## config.mk

```make
export PLATFORM = sky130hd
export DESIGN_NAME = srm_top
export DESIGN_NICKNAME = d
export VERILOG_FILES = /design/src/rtl/srm_pkg.sv /design/src/rtl/srm_top.sv
export SDC_FILE = /design/constraint.sdc
export NUM_CORES = 1
export LEC_CHECK = 0
export BUFFER_PORTS_ARGS = -buffer_cell sky130_fd_sc_hd__buf_2
export CAP_MARGIN = 25
export CORE_ASPECT_RATIO = 1.75
export CORE_MARGIN = 10
export CORE_UTILIZATION = 25
export CTS_CLUSTER_DIAMETER = 50
export DETAILED_ROUTE_END_ITERATION = 10
export HOLD_SLACK_MARGIN = 0.12
export PLACE_DENSITY_LB_ADDON = 0.15
export REMOVE_ABC_BUFFERS = 1
export SLEW_MARGIN = 40
export SYNTH_ARGS = -nofsm -noshare
export SYNTH_HDL_FRONTEND = slang
export SYNTH_SLANG_ARGS = --single-unit
```

## constraint.sdc

```tcl
create_clock -name clk -period 7.8 [get_ports clk]
set_clock_uncertainty 0.15 [all_clocks]
set_input_delay 0.39 -clock clk [delete_from_list [all_inputs] [get_ports clk]]
set_output_delay 0.39 -clock clk [all_outputs]
set_load 0.1 [all_outputs]
```

## src/rtl/srm_pkg.sv

```systemverilog
`default_nettype none
package srm_pkg;
    localparam int unsigned CLK_HZ = 10_000_000;
    localparam int unsigned CLK_PER_MS = CLK_HZ / 1000;
    localparam int WD_CNT_W = 26;
    localparam int STAMP_W = 14;

    // register addresses; a register's header byte equals its address
    localparam logic [7:0] ADDR_CHAL4 = 8'h9E;
    localparam logic [7:0] ADDR_CHAL5 = 8'h9F;
    localparam logic [7:0] ADDR_BIAS = 8'hA1;
    localparam logic [7:0] ADDR_THRESH = 8'hA8;
    localparam logic [7:0] ADDR_ONE_EN = 8'hAC;
    localparam logic [7:0] ADDR_ONE_SEL = 8'hAD;
    localparam logic [7:0] ADDR_DLY_HI = 8'hAE;
    localparam logic [7:0] ADDR_DLY_LO = 8'hAF;
    localparam logic [7:0] ADDR_WDOG = 8'hB0;
    localparam logic [7:0] ADDR_PIN_DIS = 8'hB3;
    localparam logic [7:0] ADDR_SOF_HI = 8'hBA;
    localparam logic [7:0] ADDR_SOF_LO = 8'hBB;
    localparam logic [7:0] ADDR_EOF_HI = 8'hBC;
    localparam logic [7:0] ADDR_EOF_LO = 8'hBD;
    localparam logic [7:0] TEST_REG_LIMIT = 8'h9F;
    localparam logic [7:0] REG_HDR_FLAG = 8'h80;

    // reset values and fixed read bits
    localparam logic [13:0] CHAL_RST = 14'h0000;
    localparam logic [3:0] THRESH_RST = 4'h1;
    localparam logic [7:0] ONE_EN_FIXED = 8'h20;
    localparam logic [3:0] PIN_DIS_RST = 4'hF;
    localparam logic [1:0] IFACE_USB = 2'h3;

    // message headers
    localparam logic [7:0] HDR_AUTH = 8'hDF;
    localparam logic [7:0] HDR_GRAY = 8'hE0;
    localparam logic [7:0] HDR_BIN = 8'hF0;

    // image payload lengths in bytes
    localparam logic [10:0] LEN_GRAY_FULL = 11'd1536;
    localparam logic [10:0] LEN_GRAY_LOW = 11'd384;
    localparam logic [10:0] LEN_GRAY_EXT = 11'd768;
    localparam logic [10:0] LEN_BIN_FULL = 11'd384;
    localparam logic [10:0] LEN_BIN_LOW = 11'd96;

    localparam logic [3:0] DUMP_N = 4'd13;
    localparam logic [2:0] AUTH_LAST = 3'd7;

    typedef enum logic [2:0] {
        IMG_GRAY_FULL, IMG_GRAY_LOW, IMG_GRAY_EXT, IMG_BIN_FULL, IMG_BIN_LOW
    } srm_img_mode_t;

    typedef struct packed {
        logic excit_unlock;
        logic [1:0] excit;
        logic sense_unlock;
        logic [1:0] sense;
    } srm_bias_t;

    typedef struct packed {
        logic [3:0] second;
        logic [3:0] first;
    } srm_pix_t;

    // watchdog timeout in milliseconds per code
    function automatic int unsigned wd_ms(input logic [2:0] code);
        case (code)
            3'h0: wd_ms = 15;
            3'h1: wd_ms = 100;
            3'h2: wd_ms = 500;
            3'h3: wd_ms = 1000;
            3'h4: wd_ms = 2000;
            3'h5: wd_ms = 3000;
            3'h6: wd_ms = 4000;
            default: wd_ms = 5000;
        endcase
    endfunction

    // readable registers in dump order
    function automatic logic [7:0] dump_addr(input logic [3:0] idx);
        case (idx)
            4'h0: dump_addr = ADDR_CHAL4;
            4'h1: dump_addr = ADDR_BIAS;
            4'h2: dump_addr = ADDR_THRESH;
            4'h3: dump_addr = ADDR_ONE_EN;
            4'h4: dump_addr = ADDR_ONE_SEL;
            4'h5: dump_addr = ADDR_DLY_HI;
            4'h6: dump_addr = ADDR_DLY_LO;
            4'h7: dump_addr = ADDR_WDOG;
            4'h8: dump_addr = ADDR_PIN_DIS;
            4'h9: dump_addr = ADDR_SOF_HI;
            4'hA: dump_addr = ADDR_SOF_LO;
            4'hB: dump_addr = ADDR_EOF_HI;
            default: dump_addr = ADDR_EOF_LO;
        endcase
    endfunction

    // freq code 0..4 = 125k,250k,500k,1M,2M; level 0..3 = lowest..highest drive
    function automatic logic [1:0] auto_excit(input logic [2:0] f, input logic [1:0] lvl);
        logic [2:0] s;
        s = f + {1'b0, lvl};
        auto_excit = (s < 3'd3) ? 2'h0 : (s > 3'd5) ? 2'h3 : 2'(s - 3'd3);
        if (f == 3'd0) auto_excit = 2'h0;
        if (f >= 3'd4) auto_excit = (lvl == 2'h3) ? 2'h3 : 2'(lvl + 2'h1);
    endfunction

    function automatic logic [1:0] auto_sense(input logic [2:0] f);
        case (f)
            3'd0: auto_sense = 2'h0;
            3'd1: auto_sense = 2'h1;
            3'd2: auto_sense = 2'h1;
            3'd3: auto_sense = 2'h2;
            default: auto_sense = 2'h3;
        endcase
    endfunction
endpackage
`default_nettype wire

```

## src/rtl/srm_top.sv

```systemverilog
// Notes on behaviour
// - writing 9Eh loads challenge bits 13..7 from data bits 6..0
// - reading 9Eh gives interface code 11 (USB) in bits 1..0
// - writing 9Fh loads challenge bits 6..0 from data bits 6..0
// - excitation bias follows frequency and drive level unless unlocked, then manual field
// - sense bias follows frequency unless unlocked, then manual field
// - finger present when measured delay exceeds four-bit threshold
// - single-register mode returns selected header and contents only
// - delay readback shows measured delay or reference per select input
// - enabled watchdog forces disconnect after timeout without USB traffic
// - timeout codes map 15ms,100ms,500ms,1s,2s,3s,4s,5s
// - pin disable bit 1 releases pin, 0 drives it; reset all 1
// - start stamp captured, or free-running and sampled on read
// - end stamp taken from free-running counter, two seven-bit halves
// - every packet starts with one message-type header byte
// - scan reset stops the outgoing stream; host resyncs that way
// - register headers 80h-BEh, histogram DEh, authentication DFh
// - gray array header E0h with 1536, 384 or 768 bytes
// - binary array header F0h with 384 or 96 bytes
// - read request returns each register preceded by its header
// - full-res gray byte holds second pixel high, first pixel low
// - registers above 9Fh dumped only when test enable is 1; single-register mode returns the selected one regardless
// - after image: auth header, word low byte first, then registers
`default_nettype none
module srm_top #(
    parameter int unsigned WD_CYC_PER_MS = srm_pkg::CLK_PER_MS
) (
    input wire logic clk,
    input wire logic srst,
    input wire logic rx_valid,
    input wire logic [7:0] rx_data,
    input wire logic usb_activity,
    output logic tx_valid,
    output logic [7:0] tx_data,
    input wire logic tx_ready,
    input wire logic read_regs_req,
    input wire logic test_reg_enable,
    input wire logic scan_reset,
    input wire logic img_start,
    input wire srm_pkg::srm_img_mode_t img_mode,
    input wire logic pix_valid,
    input wire srm_pkg::srm_pix_t pix_data,
    output logic pix_ready,
    input wire logic [63:0] auth_word,
    input wire logic [9:0] measured_drive_delay,
    input wire logic [9:0] drive_reference_value,
    input wire logic ref_select,
    input wire logic freerun_select,
    input wire logic scan_start_evt,
    input wire logic scan_end_evt,
    input wire logic [2:0] meas_freq,
    input wire logic [1:0] drive_level,
    output logic [1:0] excit_bias,
    output logic [1:0] sense_bias,
    output logic finger_present,
    output logic [13:0] challenge_low,
    output logic usb_disconnect,
    input wire logic [3:0] gpio_value,
    output logic [3:0] gpio_out,
    output logic [3:0] gpio_oe
);
    typedef enum logic [2:0] {
        ST_IDLE, ST_REG_HDR, ST_REG_DAT, ST_IMG_HDR, ST_IMG_DAT, ST_AUTH_HDR, ST_AUTH_DAT
    } srm_state_t;

    localparam int WD_CNT_W_L = srm_pkg::WD_CNT_W;

    srm_state_t st;
    srm_pkg::srm_bias_t bias;
    srm_pkg::srm_img_mode_t mode;
    logic wr_phase;
    logic [7:0] wr_addr;
    logic rdet_low;
    logic [3:0] thresh;
    logic one_en;
    logic [6:0] one_sel;
    logic wd_en;
    logic [2:0] wd_time;
    logic [3:0] pin_dis;
    logic [13:0] stamp_cnt;
    logic [13:0] sof_stamp;
    logic [13:0] eof_stamp;
    logic [WD_CNT_W_L-1:0] wd_cnt;
    logic dump_pending;
    logic one_dump;
    logic [3:0] dump_idx;
    logic [7:0] cur_addr;
    logic [10:0] img_cnt;
    logic [2:0] auth_idx;
    logic [63:0] auth_lat;
    logic tx_free;
    logic dump_take;
    logic sof_hi_read;
    logic wr_strobe;
    logic [9:0] dly_view;
    logic [WD_CNT_W_L-1:0] wd_limit;
    assign tx_free = !tx_valid || tx_ready;
    assign dump_take = (st == ST_IDLE) && !img_start && dump_pending;
    assign sof_hi_read = (st == ST_REG_DAT) && tx_free && (cur_addr == srm_pkg::ADDR_SOF_HI);
    assign wr_strobe = rx_valid && wr_phase;
    assign dly_view = ref_select ? drive_reference_value : measured_drive_delay;
    assign wd_limit = WD_CNT_W_L'(srm_pkg::wd_ms(wd_time) * WD_CYC_PER_MS);

    function automatic logic [7:0] reg_read(input logic [7:0] a);
        case (a)
            srm_pkg::ADDR_CHAL4: reg_read = {6'h00, srm_pkg::IFACE_USB};
            srm_pkg::ADDR_BIAS: reg_read = {1'b0, bias.excit_unlock, bias.excit, 1'b0,
                bias.sense_unlock, bias.sense};
            srm_pkg::ADDR_THRESH: reg_read = {1'b0, rdet_low, 2'h0, thresh};
            srm_pkg::ADDR_ONE_EN: reg_read = srm_pkg::ONE_EN_FIXED | {7'h00, one_en};
            srm_pkg::ADDR_ONE_SEL: reg_read = {1'b0, one_sel};
            srm_pkg::ADDR_DLY_HI: reg_read = {5'h00, dly_view[9:7]};
            srm_pkg::ADDR_DLY_LO: reg_read = {1'b0, dly_view[6:0]};
            srm_pkg::ADDR_WDOG: reg_read = {3'h0, wd_en, 1'b0, wd_time};
            srm_pkg::ADDR_PIN_DIS: reg_read = {4'h0, pin_dis};
            srm_pkg::ADDR_SOF_HI: reg_read = {1'b0, freerun_select ? stamp_cnt[13:7]
                : sof_stamp[13:7]};
            srm_pkg::ADDR_SOF_LO: reg_read = {1'b0, sof_stamp[6:0]};
            srm_pkg::ADDR_EOF_HI: reg_read = {1'b0, eof_stamp[13:7]};
            srm_pkg::ADDR_EOF_LO: reg_read = {1'b0, eof_stamp[6:0]};
            default: reg_read = 8'h00;
        endcase
    endfunction

    // host writes arrive as id then data; an id without bit 7 is not a register
    always_ff @(posedge clk) begin
        if (srst) begin
            wr_phase <= 1'b0;
            wr_addr <= 8'h00;
        end else if (rx_valid) begin
            if (wr_phase) begin
                wr_phase <= 1'b0;
            end else if (rx_data[7]) begin
                wr_phase <= 1'b1;
                wr_addr <= rx_data;
            end
        end
    end

    always_ff @(posedge clk) begin
        if (srst) begin
            challenge_low <= srm_pkg::CHAL_RST;
        end else if (wr_strobe && wr_addr == srm_pkg::ADDR_CHAL4) begin
            challenge_low[13:7] <= rx_data[6:0];
        end else if (wr_strobe && wr_addr == srm_pkg::ADDR_CHAL5) begin
            challenge_low[6:0] <= rx_data[6:0];
        end
    end

    // only the documented fields are stored, so reserved bits cannot be set
    always_ff @(posedge clk) begin
        if (srst) begin
            bias <= '0;
            rdet_low <= 1'b0;
            thresh <= srm_pkg::THRESH_RST;
            one_en <= 1'b0;
            one_sel <= 7'h00;
            wd_en <= 1'b0;
            wd_time <= 3'h0;
            pin_dis <= srm_pkg::PIN_DIS_RST;
        end else if (wr_strobe) begin
            case (wr_addr)
                srm_pkg::ADDR_BIAS: begin
                    bias <= {rx_data[6:4], rx_data[2:0]};
                end
                srm_pkg::ADDR_THRESH: begin
                    rdet_low <= rx_data[6];
                    thresh <= rx_data[3:0];
                end
                srm_pkg::ADDR_ONE_EN: begin
                    one_en <= rx_data[0];
                end
                srm_pkg::ADDR_ONE_SEL: begin
                    one_sel <= rx_data[6:0];
                end
                srm_pkg::ADDR_WDOG: begin
                    wd_en <= rx_data[4];
                    wd_time <= rx_data[2:0];
                end
                srm_pkg::ADDR_PIN_DIS: begin
                    pin_dis <= rx_data[3:0];
                end
                default: begin
                end
            endcase
        end
    end

    always_ff @(posedge clk) begin
        if (srst) begin
            excit_bias <= 2'h0;
            sense_bias <= 2'h0;
        end else begin
            excit_bias <= bias.excit_unlock ? bias.excit
                : srm_pkg::auto_excit(meas_freq, drive_level);
            sense_bias <= bias.sense_unlock ? bias.sense
                : srm_pkg::auto_sense(meas_freq);
        end
    end

    always_ff @(posedge clk) begin
        if (srst) begin
            finger_present <= 1'b0;
        end else begin
            finger_present <= measured_drive_delay > {6'h00, thresh};
        end
    end

    always_ff @(posedge clk) begin
        if (srst) begin
            gpio_oe <= 4'h0;
            gpio_out <= 4'h0;
        end else begin
            gpio_oe <= ~pin_dis;
            gpio_out <= gpio_value;
        end
    end

    // one counter serves both stamps; it wraps silently every 2^14 cycles
    always_ff @(posedge clk) begin
        if (srst) begin
            stamp_cnt <= 14'h0000;
            sof_stamp <= 14'h0000;
            eof_stamp <= 14'h0000;
        end else begin
            stamp_cnt <= stamp_cnt + 14'h0001;
            if (freerun_select) begin
                if (sof_hi_read) begin
                    sof_stamp <= stamp_cnt;
                end
            end else if (scan_start_evt) begin
                sof_stamp <= stamp_cnt;
            end
            if (scan_end_evt) begin
                eof_stamp <= stamp_cnt;
            end
        end
    end

    // any traffic for the device restarts the count
    always_ff @(posedge clk) begin
        if (srst) begin
            wd_cnt <= '0;
            usb_disconnect <= 1'b0;
        end else begin
            usb_disconnect <= 1'b0;
            if (!wd_en || usb_activity || rx_valid) begin
                wd_cnt <= '0;
            end else if (wd_cnt >= wd_limit) begin
                wd_cnt <= '0;
                usb_disconnect <= 1'b1;
            end else begin
                wd_cnt <= wd_cnt + 1'b1;
            end
        end
    end

    // set wins over the take in the same cycle
    always_ff @(posedge clk) begin
        if (srst || scan_reset) begin
            dump_pending <= 1'b0;
        end else if (read_regs_req) begin
            dump_pending <= 1'b1;
        end else if (dump_take) begin
            dump_pending <= 1'b0;
        end
    end

    always_ff @(posedge clk) begin
        if (srst) begin
            st <= ST_IDLE;
            mode <= srm_pkg::IMG_GRAY_FULL;
            tx_valid <= 1'b0;
            tx_data <= 8'h00;
            pix_ready <= 1'b0;
            one_dump <= 1'b0;
            dump_idx <= 4'h0;
            cur_addr <= 8'h00;
            img_cnt <= 11'h000;
            auth_idx <= 3'h0;
            auth_lat <= 64'h0;
        end else if (scan_reset) begin
            st <= ST_IDLE;
            tx_valid <= 1'b0;
            pix_ready <= 1'b0;
        end else begin
            if (tx_valid && tx_ready) begin
                tx_valid <= 1'b0;
            end
            case (st)
                ST_IDLE: begin
                    if (img_start) begin
                        mode <= img_mode;
                        st <= ST_IMG_HDR;
                    end else if (dump_pending) begin
                        one_dump <= one_en;
                        cur_addr <= srm_pkg::REG_HDR_FLAG | {1'b0, one_sel};
                        dump_idx <= 4'h0;
                        st <= ST_REG_HDR;
                    end
                end
                ST_REG_HDR: begin
                    if (one_dump) begin
                        if (tx_free) begin
                            tx_valid <= 1'b1;
                            tx_data <= cur_addr;
                            st <= ST_REG_DAT;
                        end
                    end else if (dump_idx == srm_pkg::DUMP_N) begin
                        st <= ST_IDLE;
                    end else if (!test_reg_enable
                                 && srm_pkg::dump_addr(dump_idx) > srm_pkg::TEST_REG_LIMIT) begin
                        dump_idx <= dump_idx + 4'h1;
                    end else if (tx_free) begin
                        tx_valid <= 1'b1;
                        tx_data <= srm_pkg::dump_addr(dump_idx);
                        cur_addr <= srm_pkg::dump_addr(dump_idx);
                        st <= ST_REG_DAT;
                    end
                end
                ST_REG_DAT: begin
                    if (tx_free) begin
                        tx_valid <= 1'b1;
                        tx_data <= reg_read(cur_addr);
                        dump_idx <= dump_idx + 4'h1;
                        st <= one_dump ? ST_IDLE : ST_REG_HDR;
                    end
                end
                ST_IMG_HDR: begin
                    if (tx_free) begin
                        tx_valid <= 1'b1;
                        case (mode)
                            srm_pkg::IMG_GRAY_FULL: begin
                                tx_data <= srm_pkg::HDR_GRAY;
                                img_cnt <= srm_pkg::LEN_GRAY_FULL - 11'd1;
                            end
                            srm_pkg::IMG_GRAY_LOW: begin
                                tx_data <= srm_pkg::HDR_GRAY;
                                img_cnt <= srm_pkg::LEN_GRAY_LOW - 11'd1;
                            end
                            srm_pkg::IMG_GRAY_EXT: begin
                                tx_data <= srm_pkg::HDR_GRAY;
                                img_cnt <= srm_pkg::LEN_GRAY_EXT - 11'd1;
                            end
                            srm_pkg::IMG_BIN_FULL: begin
                                tx_data <= srm_pkg::HDR_BIN;
                                img_cnt <= srm_pkg::LEN_BIN_FULL - 11'd1;
                            end
                            default: begin
                                tx_data <= srm_pkg::HDR_BIN;
                                img_cnt <= srm_pkg::LEN_BIN_LOW - 11'd1;
                            end
                        endcase
                        st <= ST_IMG_DAT;
                    end
                end
                ST_IMG_DAT: begin
                    // pixel ready only opens with the output slot free, so no byte waits twice
                    if (pix_ready && pix_valid) begin
                        pix_ready <= 1'b0;
                        tx_valid <= 1'b1;
                        tx_data <= {pix_data.second, pix_data.first};
                        if (img_cnt == 11'h000) begin
                            st <= ST_AUTH_HDR;
                        end else begin
                            img_cnt <= img_cnt - 11'd1;
                        end
                    end else if (!pix_ready && tx_free) begin
                        pix_ready <= 1'b1;
                    end
                end
                ST_AUTH_HDR: begin
                    if (tx_free) begin
                        tx_valid <= 1'b1;
                        tx_data <= srm_pkg::HDR_AUTH;
                        auth_lat <= auth_word;
                        auth_idx <= 3'h0;
                        st <= ST_AUTH_DAT;
                    end
                end
                ST_AUTH_DAT: begin
                    if (tx_free) begin
                        tx_valid <= 1'b1;
                        tx_data <= auth_lat[{auth_idx, 3'h0} +: 8];
                        auth_idx <= auth_idx + 3'h1;
                        if (auth_idx == srm_pkg::AUTH_LAST) begin
                            one_dump <= 1'b0;
                            dump_idx <= 4'h0;
                            st <= ST_REG_HDR;
                        end
                    end
                end
                default: begin
                    st <= ST_IDLE;
                end
            endcase
        end
    end
endmodule
`default_nettype wire

```

==> results of run 1 <==
==> metal layers <==
metal | vias to the layer above | track usage | part of all wire
li1 | 6179 | - | -
met1 | 5798 | 0.147 | 0.39
met2 | 245 | 0.268 | 0.54
met3 | 75 | 0.0290 | 0.046
met4 | 8 | 0.0466 | 0.029
met5 | - | 0 | 0.00065
==> worst max-delay path by stage <==
stage                    start    endpoint  slack (ps)
floorplan           wd_time[2]  wd_cnt[10]        1000
detailed placement  wd_time[0]   wd_cnt[4]         730
finish              wd_time[0]   wd_cnt[6]         730
global route        wd_time[0]   wd_cnt[6]          40
global placement    wd_time[0]   wd_cnt[5]         780
CTS                 wd_time[0]   wd_cnt[4]         680
==> registers in the layout, indices dropped and copies added, names as in the netlist, 2 cells and up, named ones only <==
| register | count |
|---|---|
| cur_addr | 8 |
| auth_lat | 64 |
| sof_stamp | 14 |
| gpio_oe | 4 |
| tx_data | 8 |
| one_sel | 7 |
| challenge_low | 14 |
| sense_bias | 2 |
| img_cnt | 11 |
| st | 3 |
| stamp_cnt | 14 |
| mode | 3 |
| eof_stamp | 14 |
| pin_dis | 4 |
| thresh | 4 |
| wd_cnt | 26 |
| excit_bias | 2 |
| auth_idx | 3 |
| gpio_out | 4 |
| dump_idx | 4 |
| wr_addr | 8 |
| bias | 6 |
| wd_time | 3 |
==> cells by family (layout without fill, tap and decap cells) <==
group | after synthesis | after routing | share of synthesized area
simple gates | 615 | 615 | 0.206
xor+xnor | 54 | 54 | 0.0346
compound gates | 336 | 336 | 0.151
flops | 246 | 246 | 0.360
mux | 117 | 117 | 0.102
fa+ha+maj | 99 | 99 | 0.0983
buf+inv | 174 | 420 | 0.0487
==> placed cells by master (no fill, tap or decap), types with 9 or more instances in the layout <==
cell type      instances
xnor2_1               23
a311oi_1              13
nand4_1               25
a21o_1                17
a211oi_1              13
xor2_1                31
fa_1                  14
nor3_1                20
nand2b_1              16
nor2_1               206
and3_1                11
o21ai_0               60
nand3_1               40
dfxtp_1              245
a31oi_1                9
and2_1                13
dlygate4sd3_1        105
nor4_1                 9
nor2b_1               18
a21oi_1              145
ha_1                  85
a22oi_1               11
buf_4                 17
o211ai_1               9
buf_2                162
mux2i_1               96
mux4_2                17
inv_1                 80
clkbuf_16             31
nand2_1              204
or3_1                 14
==> layout make-up <==
| type | count | share of cell area |
|---|---|---|
| clock inverter | 14 | 0.0114 |
| multi-input combinational | 1221 | 0.471 |
| sequential | 246 | 0.285 |
| inverter | 80 | 0.0174 |
| clock buffer | 39 | 0.0472 |
| tap | 690 | 0.0500 |
| timing repair buffer | 287 | 0.118 |
==> power breakdown <==
group | switching [mW] | leakage (nW) | internal (mW)
logic | 0.161 | 4.60 | 0.104
registers | 0.0181 | 1.99 | 1.27
clock network | 0.590 | 0.477 | 0.870
==> worst reg2reg max path, delay by kind of cell, from the launching register on <==
| kind | cells | cell delay, ps |
|---|---|---|
| compound gates | 7 | 1970 |
| fa+ha+maj | 7 | 2740 |
| buf+inv | 7 | 500 |
| simple gates | 5 | 870 |
| flops | 1 | 660 |
| mux | 1 | 120 |
==> what timing repair did <==
item | CTS | global route
hold endpoints to repair | 136 | 0
hold buffers | 105 | 0
setup buffers | 0 | 0
==> metrics, run 1 <==
status=completed; synth top area cells=dfxtp_1 36%, ha_1 7.8%, mux2i_1 7.0%; achievable frequency=141 MHz; Slew headroom=0.490; Hold Slack=160 ps; Worst VDD drop=between 100 and 150 uV; Unique masters post-synth=70; RSZ-0062 raised after global routing=no; initial antenna violation count=4; iteration-0 DRC count of the detailed router=around 500; fin cells=about 2600; Worst R2R Path Depth=27; Final Power=roughly 3.0 mW; Yosys top cell area share=0.360; placed inst area=roughly 0.015 mm^2; Total GRT Usage=0.140; Worst Tran Pin Value=765 ps; Post-synth ARST share=0; fin crit share=0.907; RR Endpoint=wd_cnt[6]; CTS resizes=0; max incr delay on CP=approximately 660 ps; count leader, synth=dfxtp_1; Vias=approximately 12000; largest net degree at the start of global routing=about 80; CP startpoint kind=flop; buffers added on ports=163; Post-synth EDFFs=0; area delta synth->final=26.3%; GRT overflow=0; CTS Sinks=246; WP data arrival=approximately 7400 ps; CP Data Required Time=between 8000 and 9000 ps; chip height=about 330 um; CP Capture Type=flop; GP Congestion=between 0.8 and 0.9; filler cell count=roughly 5800; Max H-tree Level=1; drc violations=0; Worst-path clk slew=60 ps; root buffer cell=clkbuf_16; pwr dens=~170 mW/mm^2; cell mode on critical path=inv_1; worst setup path class=reg -> reg; worst hold start=pix_data[2]; post-route setup slack=727 ps; reg2reg start=wd_time[0]; CP delay by family, top=adder cells; core area=0.0543 mm^2; CTS max path bufs=3; FP Rows=113; Via density=4.77; Hold EP=tx_data[2]; Setup WS pre-CTS=approximately 730 ps; Max Cap Viol=0; iteration count of the initial detailed-routing pass=5; share of post-route cells with drive strength above 1=0.141; Initial Util=0.252; sequential area share after synthesis=0.360; Mapped Cells=1641; Antenna diodes=0; Routed Antenna Nets=0; total wire length=46.1 mm; Slew Limit Fails=0; area occupied by multi-input gates=~0.0081 mm^2; Nets=approximately 2100; first-pass GRT wire length=72.0 mm; register area=0.00493 mm^2; DP Cell Count=approximately 2400; largest area contributor in the netlist=dfxtp_1; Hold Fails Final Rpt=0; top_reg_cell synth=dfxtp_1; vias in the first global route=between 10000 and 15000; Hold Path Cell Cnt=5; Slowest-stage cell, CP=dfxtp_1; TritonCTS clock tree=built; Layout Cell Area excl Fill=~0.017 mm^2; WP depth=27; TritonCTS Buffers=30; Seq cells post-synth=~250; Synth Cell Area=~0.014 mm^2; Util after Layout=0.318; r2r setup slk=slightly above 700 ps; final setup TNS=0 ps; DP Wirelength=35.1 mm; clk_lat worst skew=just under 600 ps; commonest cells in the netlist=246 x dfxtp_1, 207 x nor2_1, 204 x nand2_1; crit path buf inv count=7; synthesized area per cell=roughly 8.3 um^2; P_leak=slightly above 7 nW; Avg WL per Cell=around 18 um; die footprint=0.0648 mm^2; synth warn=0; path type of the worst min-delay path=in -> reg; final-report setup violation count=0; Die Wd=between 150 and 200 um; IO Count=between 150 and 200; min Tclk post-route=7070 ps; crit-path max FO=21
Note: power is estimated with default switching activity, not from simulation.
==> inputs of run 2 (changes only) <==
--- a/config.mk
+++ b/config.mk
@@ -5,6 +5,7 @@
 export SDC_FILE = /design/constraint.sdc
 export NUM_CORES = 1
 export LEC_CHECK = 0
+export ABC_AREA = 1
 export BUFFER_PORTS_ARGS = -buffer_cell sky130_fd_sc_hd__buf_2
 export CAP_MARGIN = 25
 export CORE_ASPECT_RATIO = 1.75
@@ -15,6 +16,7 @@
 export HOLD_SLACK_MARGIN = 0.12
 export PLACE_DENSITY_LB_ADDON = 0.15
 export REMOVE_ABC_BUFFERS = 1
+export SKIP_CTS_REPAIR_TIMING = 1
 export SLEW_MARGIN = 40
 export SYNTH_ARGS = -nofsm -noshare
 export SYNTH_HDL_FRONTEND = slang
==> metrics, run 2 <==
status=completed; area occupied by multi-input gates=0.00786 mm^2 (-3.5%); CTS Sinks=246 (unchanged); Worst-path clk slew=50 ps (about the same); GRT overflow=0 (unchanged); Post-synth EDFFs=0 (unchanged); Mapped Cells=2027 (+24%); total wire length=51.3 mm (+11%); Worst VDD drop=129 uV (-12%); Hold Fails Final Rpt=0 (unchanged); Routed Antenna Nets=0 (unchanged); max incr delay on CP=540 ps (-120 ps); iteration count of the initial detailed-routing pass=6 (+1); achievable frequency=143 MHz (+0.84%); filler cell count=6204 (+6.4%); register area=0.00492 mm^2 (about the same); grt peak-use layer=met2; Initial Util=0.251 (-0.000608); final setup TNS=0 ps (unchanged); buffers added on ports=163 (unchanged); Synth Cell Area=0.0141 mm^2 (+3.1%); Seq cells post-synth=246 (unchanged); sequential area share after synthesis=0.349 (-0.0109); Largest regs=auth_lat: 64 flops, wd_cnt: 26 flops; TritonCTS Buffers=35 (+17%); root buffer cell=clkbuf_16; largest net degree at the start of global routing=96 (+23%); min Tclk post-route=7010 ps (-59.2 ps); Slew Limit Fails=0 (unchanged); clk_lat worst skew=530 ps (-50 ps); Top reg by flops=auth_lat; most frequent cells in the layout=325 x nand2_1, 260 x nor2_1, 249 x inv_1; met1 Track Usage GR=0.149 (+0.00191); Post-synth ARST share=0 (unchanged); path type of the worst min-delay path=in -> reg; drc violations=0 (unchanged); grt met2 use=0.293 (+0.0246); share of post-route cells with drive strength above 1=0.121 (-0.0209); final-report setup violation count=0 (unchanged); vias in the first global route=13800 (+7.4%); Final Power=3.33 mW (+10%); Antenna diodes=0 (unchanged); FP Rows=115 (+1.8%); Slew headroom=0.480 (-0.00950); synth top area cells=dfxtp_1 35%, nand2_1 8.7%, o21ai_0 8.1%; die footprint=0.0667 mm^2 (+2.9%); Total GRT Usage=0.150 (+0.0105); pwr dens=190 mW/mm^2 (+8.7%); Nets=2468 (+18%); most common cell after layout, fill and taps aside=nand2_1; CP Data Required Time=8110 ps (-50 ps); Avg WL per Cell=17.3 um (-3.3%); cell mode on critical path=inv_1; CP Capture Type=flop; Max H-tree Level=2 (+1); fin cells=2965 (+15%); GP Congestion=0.880 (+3.8%); synth warn=0 (unchanged); chip height=334 um (+1.4%); Util after Layout=0.313 (-0.00571); commonest cells in the netlist=325 x nand2_1, 264 x nor2_1, 250 x inv_1; CTS max path bufs=3 (unchanged); Worst Tran Pin Value=771 ps (+6.10 ps); WP data arrival=7320 ps (-110 ps); crit path buf inv count=7 (unchanged); DP Cell Count=2820 (+17%); P_leak=7.82 nW (+11%); Via density=4.70 (-1.6%); CP startpoint kind=flop; grt met3 use=0.0334 (+0.00438); Slowest-stage cell, CP=nand4_1; TritonCTS clock tree=built; crit-path max FO=11 (-48%); Die Wd=200 um (+1.4%); worst setup path class=reg -> reg; initial antenna violation count=5 (+1); CP delay by family, top=adder cells; largest area contributor in the netlist=dfxtp_1; first-pass GRT wire length=77.6 mm (+7.7%); IO Count=164 (unchanged); synthesized area per cell=6.96 um^2 (-17%); Vias=13900 (+13%); top_reg_cell synth=dfxtp_1; fin crit share=0.899 (-0.00760); area delta synth->final=24.4%; RSZ-0062 raised after global routing=no; iteration-0 DRC count of the detailed router=647 (+28%); core area=0.0561 mm^2 (+3.4%); Yosys top cell area share=0.349 (-0.0109); Max Cap Viol=0 (unchanged); count leader, synth=nand2_1; DP Wirelength=40.3 mm (+15%); Largest register FFs=64 (unchanged); Unique masters post-synth=51 (-27%)
-- run 2: cell types whose count changed after synthesis, moves of 15 or more --
cell      change
buf_2        +15
nor3_1       +18
mux2i_1      -95
clkbuf_1     -32
nand3_1      +85
o21ai_0     +168
a21oi_1      +28
nand2_1     +121
nand2b_1     -16
inv_1       +170
nor2_1       +57
nor2b_1      -18
mux4_2       -17
-- run 2: final timing paths --
path | cells after the start | startpoint | endpoint | slack (ps)
setup reg to reg | 31 | wd_time[0] | wd_cnt[25] | 790
hold reg to reg | 1 | pin_dis[2] | gpio_oe[2] | 300
setup / recovery | 31 | wd_time[0] | wd_cnt[25] | 790
hold / removal | 4 | meas_freq[1] | sense_bias[0] | 80
-- run 2: layer usage --
metal / share of wire / vias to the layer above / wire length (um)
met1: 0.36 / 6435 / 18600
li1: - / 7090 / -
met4: 0.033 / 8 / 1690
met3: 0.053 / 87 / 2730
met2: 0.55 / 314 / 28300
met5: 0.00084 / - / 43
-- run 2: metrics by stage --
step                worst slack [ps]  hold WS, ps  instance area [um^2]
detailed placement               779          285                 15500
floorplan                       1630          259                 13700
CTS                              754         -117                 16600
finish                           786         84.5                 17500
global route                     183          123                 17500
global placement                 886          283                 15500
-- run 2: cell families after synthesis --
group / Yosys count / synth area share
adder cells (fa/ha/maj): 99 / 0.0953
AO/OA/AOI/OAI: 457 / 0.172
XOR/XNOR: 44 / 0.0273
AND/OR/NAND/NOR: 839 / 0.260
multiplexers: 1 / 0.000710
flip-flops: 246 / 0.349
buffers and inverters: 341 / 0.0961
-- run 2: layout make-up --
class	count	area share
clock buffers	43	0.0540
clock inverters	14	0.00899
inverters	262	0.0565
multi-input cells	1440	0.448
flip-flops and latches	246	0.281
well taps	702	0.0501
repair buffers	258	0.102
-- run 2: worst register-to-register path: cells and delay by family, from the launching register on --
family | cells | cell delay (ps)
adder cells (fa/ha/maj) | 7 | 2720
AND/OR/NAND/NOR | 13 | 2480
AO/OA/AOI/OAI | 4 | 580
buffers and inverters | 7 | 540
flip-flops | 1 | 480
-- run 2: power breakdown --
| part | switching (mW) | leakage, nW | internal, mW | total, mW |
|---|---|---|---|---|
| registers | 0.0327 | 2.00 | 1.30 | 1.34 |
| logic | 0.301 | 5.29 | 0.139 | 0.440 |
| clock network | 0.616 | 0.533 | 0.932 | 1.55 |
==> inputs of run 3 (changes only) <==
--- a/config.mk
+++ b/config.mk
@@ -14,6 +14,7 @@
 export CTS_CLUSTER_DIAMETER = 50
 export DETAILED_ROUTE_END_ITERATION = 10
 export HOLD_SLACK_MARGIN = 0.12
+export MAX_ROUTING_LAYER = met4
 export PLACE_DENSITY_LB_ADDON = 0.15
 export REMOVE_ABC_BUFFERS = 1
 export SKIP_CTS_REPAIR_TIMING = 1
==> metrics, run 3 (synthesized netlist as in run 2, its figures left out) <==
Layout Cell Area excl Fill=0.0176 mm^2 (+0.57%); Hold Slack=90.2 ps (+5.76 ps); core area=0.0561 mm^2 (unchanged); Flop pwr share=0.408 (+0.006); combinational power share=0.136 (+0.004); filler cell count=6205 (+0.016%); Worst VDD drop=260 uV (+100%); iteration-0 DRC count of the detailed router=648 (+0.15%); Clock Power Share=0.456 (-0.010); Largest register FFs=64 (unchanged); cell mode on critical path=inv_1; Slowest-stage cell, CP=fa_1; Via density=4.65 (-1.1%); WP data arrival=7090 ps (-230 ps); share of post-route cells with drive strength above 1=0.122 (+0.00112); CTS Sinks=246 (unchanged); fin crit share=0.861 (-0.0379); initial antenna violation count=10 (+5); Total GRT Usage=0.159 (+0.00845); Worst-path clk slew=60 ps (about the same); Avg WL per Cell=17.4 um (+0.47%); final-report setup violation count=0 (unchanged); chip height=334 um (unchanged); Switching Fraction=0.293 (+0.00748); total wire length=52.0 mm (+1.3%); Max H-tree Level=1 (-1); status=completed; Hold Fails Final Rpt=0 (unchanged); min Tclk post-route=6720 ps (-295 ps); root buffer cell=clkbuf_16; path type of the worst min-delay path=in -> reg; achievable frequency=149 MHz (+4.4%); TritonCTS Buffers=30 (-14%); Internal=2.32 mW (-2.5%); worst setup path class=reg -> reg; final setup TNS=0 ps (unchanged); Routed Antenna Nets=0 (unchanged); area delta synth->final=25.1%; most frequent cells in the layout=325 x nand2_1, 260 x nor2_1, 249 x inv_1; FP Rows=115 (unchanged); Initial Util=0.251 (unchanged); crit-path max FO=8 (-3); first-pass GRT wire length=80.0 mm (+3.1%); TritonCTS clock tree=built; Top reg by flops=auth_lat; Largest regs=auth_lat: 64 flops, wd_cnt: 26 flops; Worst Tran Pin Value=738 ps (-33.1 ps); CTS max path bufs=3 (unchanged); die footprint=0.0667 mm^2 (unchanged); Nets=2476 (+0.32%); DP Cell Count=2822 (+0.071%); Die Wd=200 um (unchanged); CP delay by family, top=adder cells; P_leak=7.85 nW (+0.46%); most common cell after layout, fill and taps aside=nand2_1; Max Cap Viol=0 (unchanged); GP Congestion=0.904 (+2.8%); CP startpoint kind=flop; clk_lat worst skew=580 ps (+50 ps); largest net degree at the start of global routing=96 (unchanged); IO Count=164 (unchanged); pwr dens=186 mW/mm^2 (-2.0%); placed inst area=0.0155 mm^2 (about the same); RSZ-0062 raised after global routing=no; crit path buf inv count=7 (unchanged); max incr delay on CP=580 ps (+40 ps); DP Wirelength=41.1 mm (+1.9%); Slew headroom=0.505 (+0.0248); r2r setup slk=1080 ps (+300 ps); Psw=961 uW (+1.1%); buffers added on ports=163 (unchanged); Util after Layout=0.314 (+0.00178); CP Capture Type=flop; CP Data Required Time=8170 ps (+60 ps); Vias=13900 (-0.29%); Slew Limit Fails=0 (unchanged); vias in the first global route=14100 (+2.3%); iteration count of the initial detailed-routing pass=5 (-1); fin cells=2988 (+0.78%); GRT overflow=0 (unchanged); drc violations=0 (unchanged)
-- run 3: cell type report --
cell class | instances | area [um^2] | share of cell area
antenna | 11 | 27.5 | 0.00156
clock buffer | 32 | 778 | 0.0441
clock inverter | 24 | 285 | 0.0162
inverter | 262 | 988 | 0.0560
multi-input combinational | 1440 | 7840 | 0.445
sequential | 246 | 4920 | 0.279
tap | 702 | 878 | 0.0498
timing repair buffer | 271 | 1910 | 0.108
-- run 3: per-layer routing --
layer  wire length [um]  track usage
met1              19200        0.156
met2              28200        0.299
met3               2630       0.0315
met4               1880       0.0587
met5                  0            -
-- run 3: tightest hold or removal path: stages --
cell,delay (ps)
buf_2,120
nor2_1,70
inv_1,50
nand2_1,40
a21oi_1,110
-- run 3: worst paths after layout --
path / start / end / cells past startpoint
min: meas_freq[1] / sense_bias[0] / 5
min reg2reg: eof_stamp[13] / eof_stamp[13] / 2
max: wd_time[1] / wd_cnt[21] / 31
max reg2reg: wd_time[1] / wd_cnt[21] / 31
-- run 3: power by group through the flow --
| stage | combinational [mW] | sequential, mW | clock, mW |
|---|---|---|---|
| global route | 0.500 | 1.34 | 1.60 |
| CTS | 0.412 | 1.34 | 1.55 |
| detailed placement | 0.411 | 1.36 | 0 |
| global placement | 0.408 | 1.36 | 0 |
| floorplan | 0.203 | 1.42 | 0 |
| finish | 0.446 | 1.34 | 1.50 |
-- run 3: metrics by stage --
stage	worst slack, ps	power [mW]
after floorplan	1630	1.63
after global placement	983	1.77
final	1080	3.28
after CTS	834	3.30
after detailed placement	876	1.78
after global routing	328	3.44
